$ cat src/include/sse_pkg.sv
// Package: constants, opcodes and phase encoding for the subtract/swap/sleep execution block
package sse_pkg;

  // ****************************************
  // Widths
  // ****************************************
  localparam int DATA_W = 8;
  localparam int INSN_W = 14;
  localparam int ADDR_W = 7;
  localparam int WDT_W = 8;
  localparam int PRE_W = 8;

  // ****************************************
  // Instruction fields
  // ****************************************
  localparam int OPC_HI = 13;
  localparam int OPC_LO = 8;
  localparam int DEST_BIT = 7;
  localparam int NIB_W = 4;

  // Opcode patterns (top six bits; top five for literal subtract, whole word for power-down)
  localparam logic [5:0] OPC_FILE_MINUS_ACC = 6'h02;
  localparam logic [5:0] OPC_NIBBLE_EXCHANGE = 6'h0E;
  localparam logic [4:0] OPC_LITERAL_MINUS_ACC_HI5 = 5'h1E;
  localparam logic [13:0] INSN_POWER_DOWN = 14'h0063;

  // Reset and clear values
  localparam logic [7:0] ACC_RESET = 8'h00;
  localparam logic [7:0] WDT_CLEAR = 8'h00;
  localparam logic [7:0] PRE_CLEAR = 8'h00;
  localparam logic [7:0] DATA_ZERO = 8'h00;

  // ****************************************
  // Quarter phases and operation codes
  // ****************************************
  typedef enum logic [1:0] {
    SSE_Q1 = 2'b00,
    SSE_Q2 = 2'b01,
    SSE_Q3 = 2'b10,
    SSE_Q4 = 2'b11
  } sse_phase_t;

  typedef enum logic [2:0] {
    SSE_OP_NONE = 3'b000,
    SSE_OP_LIT_SUB = 3'b001,
    SSE_OP_FILE_SUB = 3'b010,
    SSE_OP_SWAP = 3'b011,
    SSE_OP_SLEEP = 3'b100
  } sse_op_t;

endpackage : sse_pkg

$ cat src/core/sse_exec.sv
// Execution core for literal/file subtract, nibble exchange and power-down
`timescale 1ns/100ps
// Function
// (RULE_01) Literal subtract computes literal minus accumulator and stores it in the accumulator.
// (RULE_02) Literal subtract is decoded from top opcode bits 11110x, low byte is the literal.
// (RULE_03) Literal subtract updates only carry, digit carry and zero flags.
// (RULE_04) A positive subtraction result sets carry as an inverted borrow.
// (RULE_05) A zero subtraction result sets carry and the zero flag.
// (RULE_06) A negative result clears carry and the stored value wraps modulo 256.
// (RULE_07) Literal subtract takes one cycle: decode, read, process, write accumulator in Q4.
// (RULE_08) File subtract (000010) computes file minus accumulator, dest bit picks target.
// (RULE_09) Nibble exchange (001110) swaps the nibbles and leaves all flags unchanged.
// (RULE_10) Nibble exchange dest 0 writes the accumulator, dest 1 writes the file register.
// (RULE_11) Power-down takes one cycle: decode in Q1, idle Q2 and Q3, enter power-down in Q4.
// (RULE_12) Power-down clears watchdog and prescaler, sets time-out, clears power-down bit.
// (RULE_13) Both subtracts set digit carry when no borrow leaves bit 3, else clear it.
module sse_exec (
  // Clock and reset
  input wire logic clk,
  input wire logic reset,
  // Instruction input, sampled in Q1
  input wire logic [sse_pkg::INSN_W-1:0] insn,
  // Wake request releases power-down
  input wire logic wake,
  // Phase and state
  output logic [1:0] phase,
  output logic [sse_pkg::DATA_W-1:0] acc,
  output logic carry_flag,
  output logic digit_carry_flag,
  output logic zero_flag,
  output logic time_out_status_bit,
  output logic power_down_status_bit,
  output logic osc_stopped,
  output logic [sse_pkg::WDT_W-1:0] watchdog_counter,
  output logic [sse_pkg::PRE_W-1:0] wdt_prescaler,
  // Debug write-back of file register
  output logic file_wr_strobe,
  output logic [sse_pkg::ADDR_W-1:0] file_wr_addr,
  output logic [sse_pkg::DATA_W-1:0] file_wr_data
);
  import sse_pkg::*;

  // ****************************************
  // Declarations
  // ****************************************
  sse_phase_t phase_reg;
  sse_phase_t phase_next;
  sse_op_t op_reg;
  sse_op_t op_next;
  logic [INSN_W-1:0] insn_reg;
  logic [DATA_W-1:0] acc_reg;
  logic [DATA_W-1:0] operand_reg;
  logic [DATA_W-1:0] result_reg;
  logic [DATA_W-1:0] result_next;
  logic c_res_reg;
  logic dc_res_reg;
  logic c_res_next;
  logic dc_res_next;
  logic c_reg;
  logic dc_reg;
  logic z_reg;
  logic to_reg;
  logic pd_reg;
  logic sleep_reg;
  logic [WDT_W-1:0] wdt_reg;
  logic [PRE_W-1:0] pre_reg;
  logic fw_strobe_reg;
  logic [ADDR_W-1:0] fw_addr_reg;
  logic [DATA_W-1:0] fw_data_reg;
  logic [DATA_W-1:0] file_rd_data;
  logic dest_file;
  logic [DATA_W:0] diff_wide;
  logic [NIB_W:0] diff_low;
  logic wr_file;
  logic wr_acc;
  logic wake_meta_reg;
  logic wake_sync_reg;

  assign dest_file = insn_reg[DEST_BIT];

  // ****************************************
  // File register memory
  // ****************************************
  sse_regfile u_regfile (
    .clk(clk),
    .reset(reset),
    .rd_addr(insn[ADDR_W-1:0]),
    .rd_data(file_rd_data),
    .wr_en(wr_file),
    .wr_addr(insn_reg[ADDR_W-1:0]),
    .wr_data(result_reg)
  );

  // ****************************************
  // Wake synchroniser
  // ****************************************
  always_ff @(posedge clk or posedge reset) begin
    if (reset) begin
      wake_meta_reg <= 1'b0;
      wake_sync_reg <= 1'b0;
    end else begin
      wake_meta_reg <= wake;
      wake_sync_reg <= wake_meta_reg;
    end
  end

  // ****************************************
  // Quarter phase sequencer
  // ****************************************
  always_comb begin
    case (phase_reg)
      SSE_Q1: phase_next = SSE_Q2;
      SSE_Q2: phase_next = SSE_Q3;
      SSE_Q3: phase_next = SSE_Q4;
      SSE_Q4: phase_next = SSE_Q1;
      default: phase_next = SSE_Q1;
    endcase
  end

  // Phase holds in Q1 while stopped, so a fresh word is decoded after wake
  always_ff @(posedge clk or posedge reset) begin
    if (reset) begin
      phase_reg <= SSE_Q1;
    end else if (!sleep_reg) begin
      phase_reg <= phase_next;
    end
  end

  // ****************************************
  // Decode in Q1
  // ****************************************
  always_comb begin
    if (insn[OPC_HI:OPC_LO+1] == OPC_LITERAL_MINUS_ACC_HI5) begin
      op_next = SSE_OP_LIT_SUB; // RULE_02
    end else if (insn[OPC_HI:OPC_LO] == OPC_FILE_MINUS_ACC) begin
      op_next = SSE_OP_FILE_SUB; // RULE_08
    end else if (insn[OPC_HI:OPC_LO] == OPC_NIBBLE_EXCHANGE) begin
      op_next = SSE_OP_SWAP; // RULE_09
    end else if (insn == INSN_POWER_DOWN) begin
      op_next = SSE_OP_SLEEP; // RULE_11
    end else begin
      op_next = SSE_OP_NONE;
    end
  end

  always_ff @(posedge clk or posedge reset) begin
    if (reset) begin
      op_reg <= SSE_OP_NONE;
      insn_reg <= {INSN_W{1'b0}};
    end else if (phase_reg == SSE_Q1 && !sleep_reg) begin
      op_reg <= op_next;
      insn_reg <= insn;
    end
  end

  // ****************************************
  // Q2 operand read
  // ****************************************
  always_ff @(posedge clk or posedge reset) begin
    if (reset) begin
      operand_reg <= DATA_ZERO;
    end else if (phase_reg == SSE_Q2) begin
      if (op_reg == SSE_OP_LIT_SUB) begin
        operand_reg <= insn_reg[DATA_W-1:0]; // RULE_07
      end else begin
        operand_reg <= file_rd_data;
      end
    end
  end

  // ****************************************
  // Q3 processing
  // ****************************************
  assign diff_wide = {1'b0, operand_reg} - {1'b0, acc_reg};
  assign diff_low = {1'b0, operand_reg[NIB_W-1:0]} - {1'b0, acc_reg[NIB_W-1:0]};

  always_comb begin
    result_next = diff_wide[DATA_W-1:0]; // RULE_01 RULE_06
    c_res_next = ~diff_wide[DATA_W]; // RULE_04 RULE_05 RULE_06
    dc_res_next = ~diff_low[NIB_W]; // RULE_13
    if (op_reg == SSE_OP_SWAP) begin
      result_next = {operand_reg[NIB_W-1:0], operand_reg[DATA_W-1:NIB_W]}; // RULE_09
    end
  end

  always_ff @(posedge clk or posedge reset) begin
    if (reset) begin
      result_reg <= DATA_ZERO;
      c_res_reg <= 1'b0;
      dc_res_reg <= 1'b0;
    end else if (phase_reg == SSE_Q3) begin
      result_reg <= result_next;
      c_res_reg <= c_res_next;
      dc_res_reg <= dc_res_next;
    end
  end

  // ****************************************
  // Q4 write-back
  // ****************************************
  always_comb begin
    wr_acc = 1'b0;
    wr_file = 1'b0;
    if (phase_reg == SSE_Q4) begin
      case (op_reg)
        SSE_OP_LIT_SUB: wr_acc = 1'b1; // RULE_07
        SSE_OP_FILE_SUB, SSE_OP_SWAP: begin
          wr_acc = !dest_file; // RULE_08 RULE_10
          wr_file = dest_file; // RULE_08 RULE_10
        end
        default: begin
          wr_acc = 1'b0;
          wr_file = 1'b0;
        end
      endcase
    end
  end

  always_ff @(posedge clk or posedge reset) begin
    if (reset) begin
      acc_reg <= ACC_RESET;
    end else if (wr_acc) begin
      acc_reg <= result_reg;
    end
  end

  // Subtracts alone touch the flags
  always_ff @(posedge clk or posedge reset) begin
    if (reset) begin
      c_reg <= 1'b0;
      dc_reg <= 1'b0;
      z_reg <= 1'b0;
    end else if (phase_reg == SSE_Q4 &&
                 (op_reg == SSE_OP_LIT_SUB || op_reg == SSE_OP_FILE_SUB)) begin
      c_reg <= c_res_reg; // RULE_03
      dc_reg <= dc_res_reg; // RULE_03
      z_reg <= (result_reg == DATA_ZERO); // RULE_05
    end
  end

  always_ff @(posedge clk or posedge reset) begin
    if (reset) begin
      fw_strobe_reg <= 1'b0;
      fw_addr_reg <= {ADDR_W{1'b0}};
      fw_data_reg <= DATA_ZERO;
    end else begin
      fw_strobe_reg <= wr_file;
      if (wr_file) begin
        fw_addr_reg <= insn_reg[ADDR_W-1:0];
        fw_data_reg <= result_reg;
      end
    end
  end

  // ****************************************
  // Power-down entry
  // ****************************************
  always_ff @(posedge clk or posedge reset) begin
    if (reset) begin
      to_reg <= 1'b1;
      pd_reg <= 1'b1;
      sleep_reg <= 1'b0;
    end else if (phase_reg == SSE_Q4 && op_reg == SSE_OP_SLEEP && !sleep_reg) begin
      to_reg <= 1'b1; // RULE_12
      pd_reg <= 1'b0; // RULE_12
      sleep_reg <= 1'b1; // RULE_11
    end else if (sleep_reg && wake_sync_reg) begin
      sleep_reg <= 1'b0;
    end
  end

  // Watchdog runs via prescaler while not stopped; power-down entry clears both, and both hold while stopped
  always_ff @(posedge clk or posedge reset) begin
    if (reset) begin
      wdt_reg <= WDT_CLEAR;
      pre_reg <= PRE_CLEAR;
    end else if (phase_reg == SSE_Q4 && op_reg == SSE_OP_SLEEP && !sleep_reg) begin
      wdt_reg <= WDT_CLEAR; // RULE_12
      pre_reg <= PRE_CLEAR; // RULE_12
    end else if (!sleep_reg) begin
      pre_reg <= pre_reg + 8'h01;
      if (&pre_reg) begin
        wdt_reg <= wdt_reg + 8'h01;
      end
    end
  end

  // ****************************************
  // Outputs
  // ****************************************
  assign phase = phase_reg;
  assign acc = acc_reg;
  assign carry_flag = c_reg;
  assign digit_carry_flag = dc_reg;
  assign zero_flag = z_reg;
  assign time_out_status_bit = to_reg;
  assign power_down_status_bit = pd_reg;
  assign osc_stopped = sleep_reg;
  assign watchdog_counter = wdt_reg;
  assign wdt_prescaler = pre_reg;
  assign file_wr_strobe = fw_strobe_reg;
  assign file_wr_addr = fw_addr_reg;
  assign file_wr_data = fw_data_reg;

endmodule : sse_exec

$ cat src/core/sse_regfile.sv
// File register memory with registered read data
`timescale 1ns/100ps
module sse_regfile (
  // Clock and reset
  input wire logic clk,
  input wire logic reset,
  // Read port
  input wire logic [sse_pkg::ADDR_W-1:0] rd_addr,
  output logic [sse_pkg::DATA_W-1:0] rd_data,
  // Write port
  input wire logic wr_en,
  input wire logic [sse_pkg::ADDR_W-1:0] wr_addr,
  input wire logic [sse_pkg::DATA_W-1:0] wr_data
);
  import sse_pkg::*;

  logic [DATA_W-1:0] mem [0:(1<<ADDR_W)-1];

  // Cleared by reset so file operations never start from unknown contents
  always_ff @(posedge clk or posedge reset) begin
    if (reset) begin
      for (int i = 0; i < (1 << ADDR_W); i++) begin
        mem[i] <= DATA_ZERO;
      end
    end else if (wr_en) begin
      mem[wr_addr] <= wr_data;
    end
  end

  always_ff @(posedge clk) begin
    rd_data <= mem[rd_addr];
  end

endmodule : sse_regfile

$ cat config.mk
export PLATFORM = sky130hd
export DESIGN_NAME = sse_exec
export DESIGN_NICKNAME = d
export VERILOG_FILES = /design/src/include/sse_pkg.sv /design/src/core/sse_exec.sv /design/src/core/sse_regfile.sv
export SDC_FILE = /design/constraint.sdc
export NUM_CORES = 2
export LEC_CHECK = 0
export ABC_AREA = 1
export BUFFER_PORTS_ARGS = -buffer_cell sky130_fd_sc_hd__buf_2
export CORE_UTILIZATION = 55
export DETAILED_ROUTE_END_ITERATION = 8
export PLACE_DENSITY = 0.68
export SLEW_MARGIN = 25
export SYNTH_ARGS = -nofsm -noshare
export SYNTH_HDL_FRONTEND = slang
export SYNTH_SLANG_ARGS = --single-unit
$ cat constraint.sdc
create_clock -name clk -period 47.3 [get_ports clk]
set_clock_uncertainty 0.15 [all_clocks]
set_input_delay 4.73 -clock clk [delete_from_list [all_inputs] [get_ports clk]]
set_output_delay 4.73 -clock clk [all_outputs]
set_load 0.005 [all_outputs]
==> summary.md <==
| Metric | Value |
|---|---|
| Status | `complete, no violations` |
| Critical path's largest stage delay | `between 400 and 500 ps` |
| Hold Path End | `wake_sync_reg` |
| Post-Route WL | `153600 um` |
| Max-Cap Viols | `0` |
| Clk_lat worst skew | `710 ps` |
| DR vias/cell | `5.620` |
| Combinational family with the most area after synthesis | `simple AND/OR/NAND/NOR gates` |
| 1st-iter DRT viols | `4977` |
| CTS tree | `done` |
| Post-Syn Instances | `6853` |
| Site Rows | `112` |
| CTS Hold Bufs | `0` |
| Post-synthesis sequential area ratio | `52.89%` |
| I/O Pins | `65` |
| Clock sinks | `1110` |
| Worst-Margin Slew | `1223 ps` |
| Netlist cell types | `39` |
| Die Footprint | `96590 um^2` |
| Setup TNS | `0 ps` |
| Setup violations, final | `0` |
| R2r startpoint | `phase[0]` |
| Vias in the first global route | `between 40000 and 50000` |
| Mux cell area share after synthesis | `0.02147%` |
| R2R setup slack | `43170 ps` |
| Synth Area in Simple Gates | `26.93%` |
| Yosys warnings | `0` |
| WHS Path Cells | `0` |
| Area occupied by multi-input gates | `between 20000 and 25000 um^2` |
| CP arrival | `8250 ps` |
| Global-route wire length before repair | `about 240000 um` |
| P_leak | `about 27 nW` |
| Period utilization | `16.50%` |
| CP cell instances | `buf_8 -> inv_8 -> buf_12 -> buf_16 -> o21ai_0 -> nand3_1 -> nand3_1 -> nand2_1 -> nand2_1 -> nand3_1 -> nor2_1 -> nor2_1` |
| RD Place Congestion | `0.8680` |
| Worst Reg2Reg Path Length in Cells | `9` |
| CP startpoint kind | `primary input` |
| Synth Register Bits | `1110` |
| CORE AREA | `about 94000 um^2` |
| Hold Crit Start | `wake_meta_reg` |
| Initial antenna violation count | `1` |
| # resized after CTS | `0` |
| Xor/xnor share of the synthesized area | `less than 1%` |
| R2R Path End | `u_regfile.mem[508]` |
| Commonest cells after routing, fill and taps aside | `2402 x nand2_1, 1101 x dfrtp_1, 1029 x o21ai_0, 497 x nor2_1, 459 x nand3_1` |
| Synth Cell Area | `around 52000 um^2` |
| Hold Fails Final Rpt | `0` |
| Final #Nets | `6648` |
| Max Buffers Root-to-Sink | `3` |
| Max FO, Critical Path | `161` |
| CP delay by family, top | `buffers and inverters` |
| Final Instance Area | `57140 um^2` |
| Slowest-stage cell, CP | `o21ai_0` |
| Crit. End Element | `flip-flop` |
| Sum of buffers and inverters on the critical path | `4` |
| HP Class | `flip-flop to flip-flop` |
| Adder-Cell Fraction of Synth Area | `0.3722%` |
| Worst path most repeated cell | `nand3_1` |
| Avg Cell Area, Syn | `7.653 um^2` |
| Slew margin rel. | `around 18%` |
| Clock-pin slew of the registers on the worst-case setup and hold paths | `approximately 60 ps` |
| Worst path required time | `47750 ps` |
| Peak VDD IR | `0.05733 mV` |
| WS Path Type | `primary input to flip-flop` |
| Die H | `roughly 310 um` |
| Crit path time final | `7804 ps` |
| Antenna Violating Nets Remaining | `0` |
| Post-CTS setup buffers | `0` |
| Commonest non-fill, non-tap cell in the layout | `nand2_1` |
| Storage cell area | `~28000 um^2` |
| DR vias | `about 45000` |
| DR WL/cell | `19.28 um` |
| # diodes | `0` |
| Most flop-heavy register | `u_regfile.mem` |
| # DRC | `0` |
| CTS root buf | `clkbuf_16` |
| Port Buffers | `between 60 and 70` |
| DRT Pass-1 Iters | `6` |
| Post-DP Area | `52960 um^2` |
| Max reg flops | `1024` |
| Fillers | `~8600` |
| Post-detail-place hpwl | `86660 um` |
| Max frequency | `128.1 MHz` |
| CTS Buf Count | `117` |
| EDFF count, synth | `0` |
| Initial Util | `55.86%` |
| Share of cells above drive strength 1 | `6.215%` |
| Area delta synth->final | `8.952%` |
| GRT overflow | `0` |
| Synthesized Nets | `6885` |
| RSZ-0062 raised after global routing | `false` |
| FFs w/ async S/R, synth | `around 99%` |
| Die width | `310.8 um` |
| Synth Area in Compound Gates | `12.80%` |
| H-tree depth | `3` |
| GRT Total Usage | `31.78%` |
| Largest net degree at the start of global routing | `approximately 230` |
| Slew Viols, Final | `0` |
| P per Cell Area | `42.21 nW/um^2` |
| Main synth FF type | `dfrtp_1` |
layout make-up:
class	count	share of cell area, %
multi-input combinational	4832	36.95
sequential	1110	48.55
clock inverter	40	1.108
timing repair buffer	115	1.537
inverter	440	3.000
clock buffer	173	6.110
tap	1254	2.746
routing by layer:
layer  vias up  GRT usage, %  part of all wire [%]
li1      21290             -                     -
met1     21470         46.50                    44
met2      1714         48.05                    45
met3       280         5.259                   7.8
met4         2         10.93                   3.3
met5         -             0                0.0065
logic make-up (layout without fill, tap and decap cells):
group	after synthesis	in the layout
muxes	1	1
AOI/OAI and AO/OA	1338	1338
buffers and inverters	911	768
and+or+nand+nor	3471	3471
other	1	1
adders and majority gates	15	15
DFF	1110	1110
xor gates and xnor gates	6	6
how the worst max path moves through the flow:
stage | from | endpoint | slack, ps | cells past startpoint
2_1_floorplan | reset | acc[0] | 11390 | 1
3_3_place_gp | reset | u_regfile.mem[454] | 37890 | 6
3_5_place_dp | reset | u_regfile.mem[454] | 37880 | 6
4_1_cts | reset | u_regfile.mem[448] | 38620 | 6
5_1_grt | reset | u_regfile.mem[302] | 39060 | 6
6_report | insn[0] | u_regfile.rd_data[1] | 39500 | 12
power breakdown:
| part | switching [mW] | total [mW] | internal (mW) |
|---|---|---|---|
| Clock | 0.387 | 0.982 | 0.595 |
| Sequential | 0.0305 | 1.01 | 0.977 |
| Combinational | 0.349 | 0.422 | 0.0728 |
metrics by stage:
step           setup WS (ps)  util, %  std cells  hold WS, ps  power, mW
6_report               39500    60.86       7964        222.8      2.412
3_3_place_gp           37890    56.34       7748        199.4      1.435
2_1_floorplan          11390        -       6853        181.2      1.266
3_5_place_dp           37880    56.40       7750        206.9      1.439
5_1_grt                39060    60.86       7964        241.7      2.492
4_1_cts                38620    60.79       7963        228.5      2.417
Yosys cell counts (14+ instances only):
master    count  share of area, %
nor2_1      499               3.6
nand2_4      26              0.56
nand2_1    2402                17
ha_1         14              0.33
clkbuf_1    345               2.5
inv_1       430               3.1
buf_2        80              0.76
o21ai_1     258               2.5
nand2_2      41              0.49
o21ai_0    1029               9.8
nand3_1     459               4.4
a21oi_1      38              0.36
dfrtp_1    1101                53
buf_1        34              0.24
No activity file was read; power rests on OpenSTA's default activity.
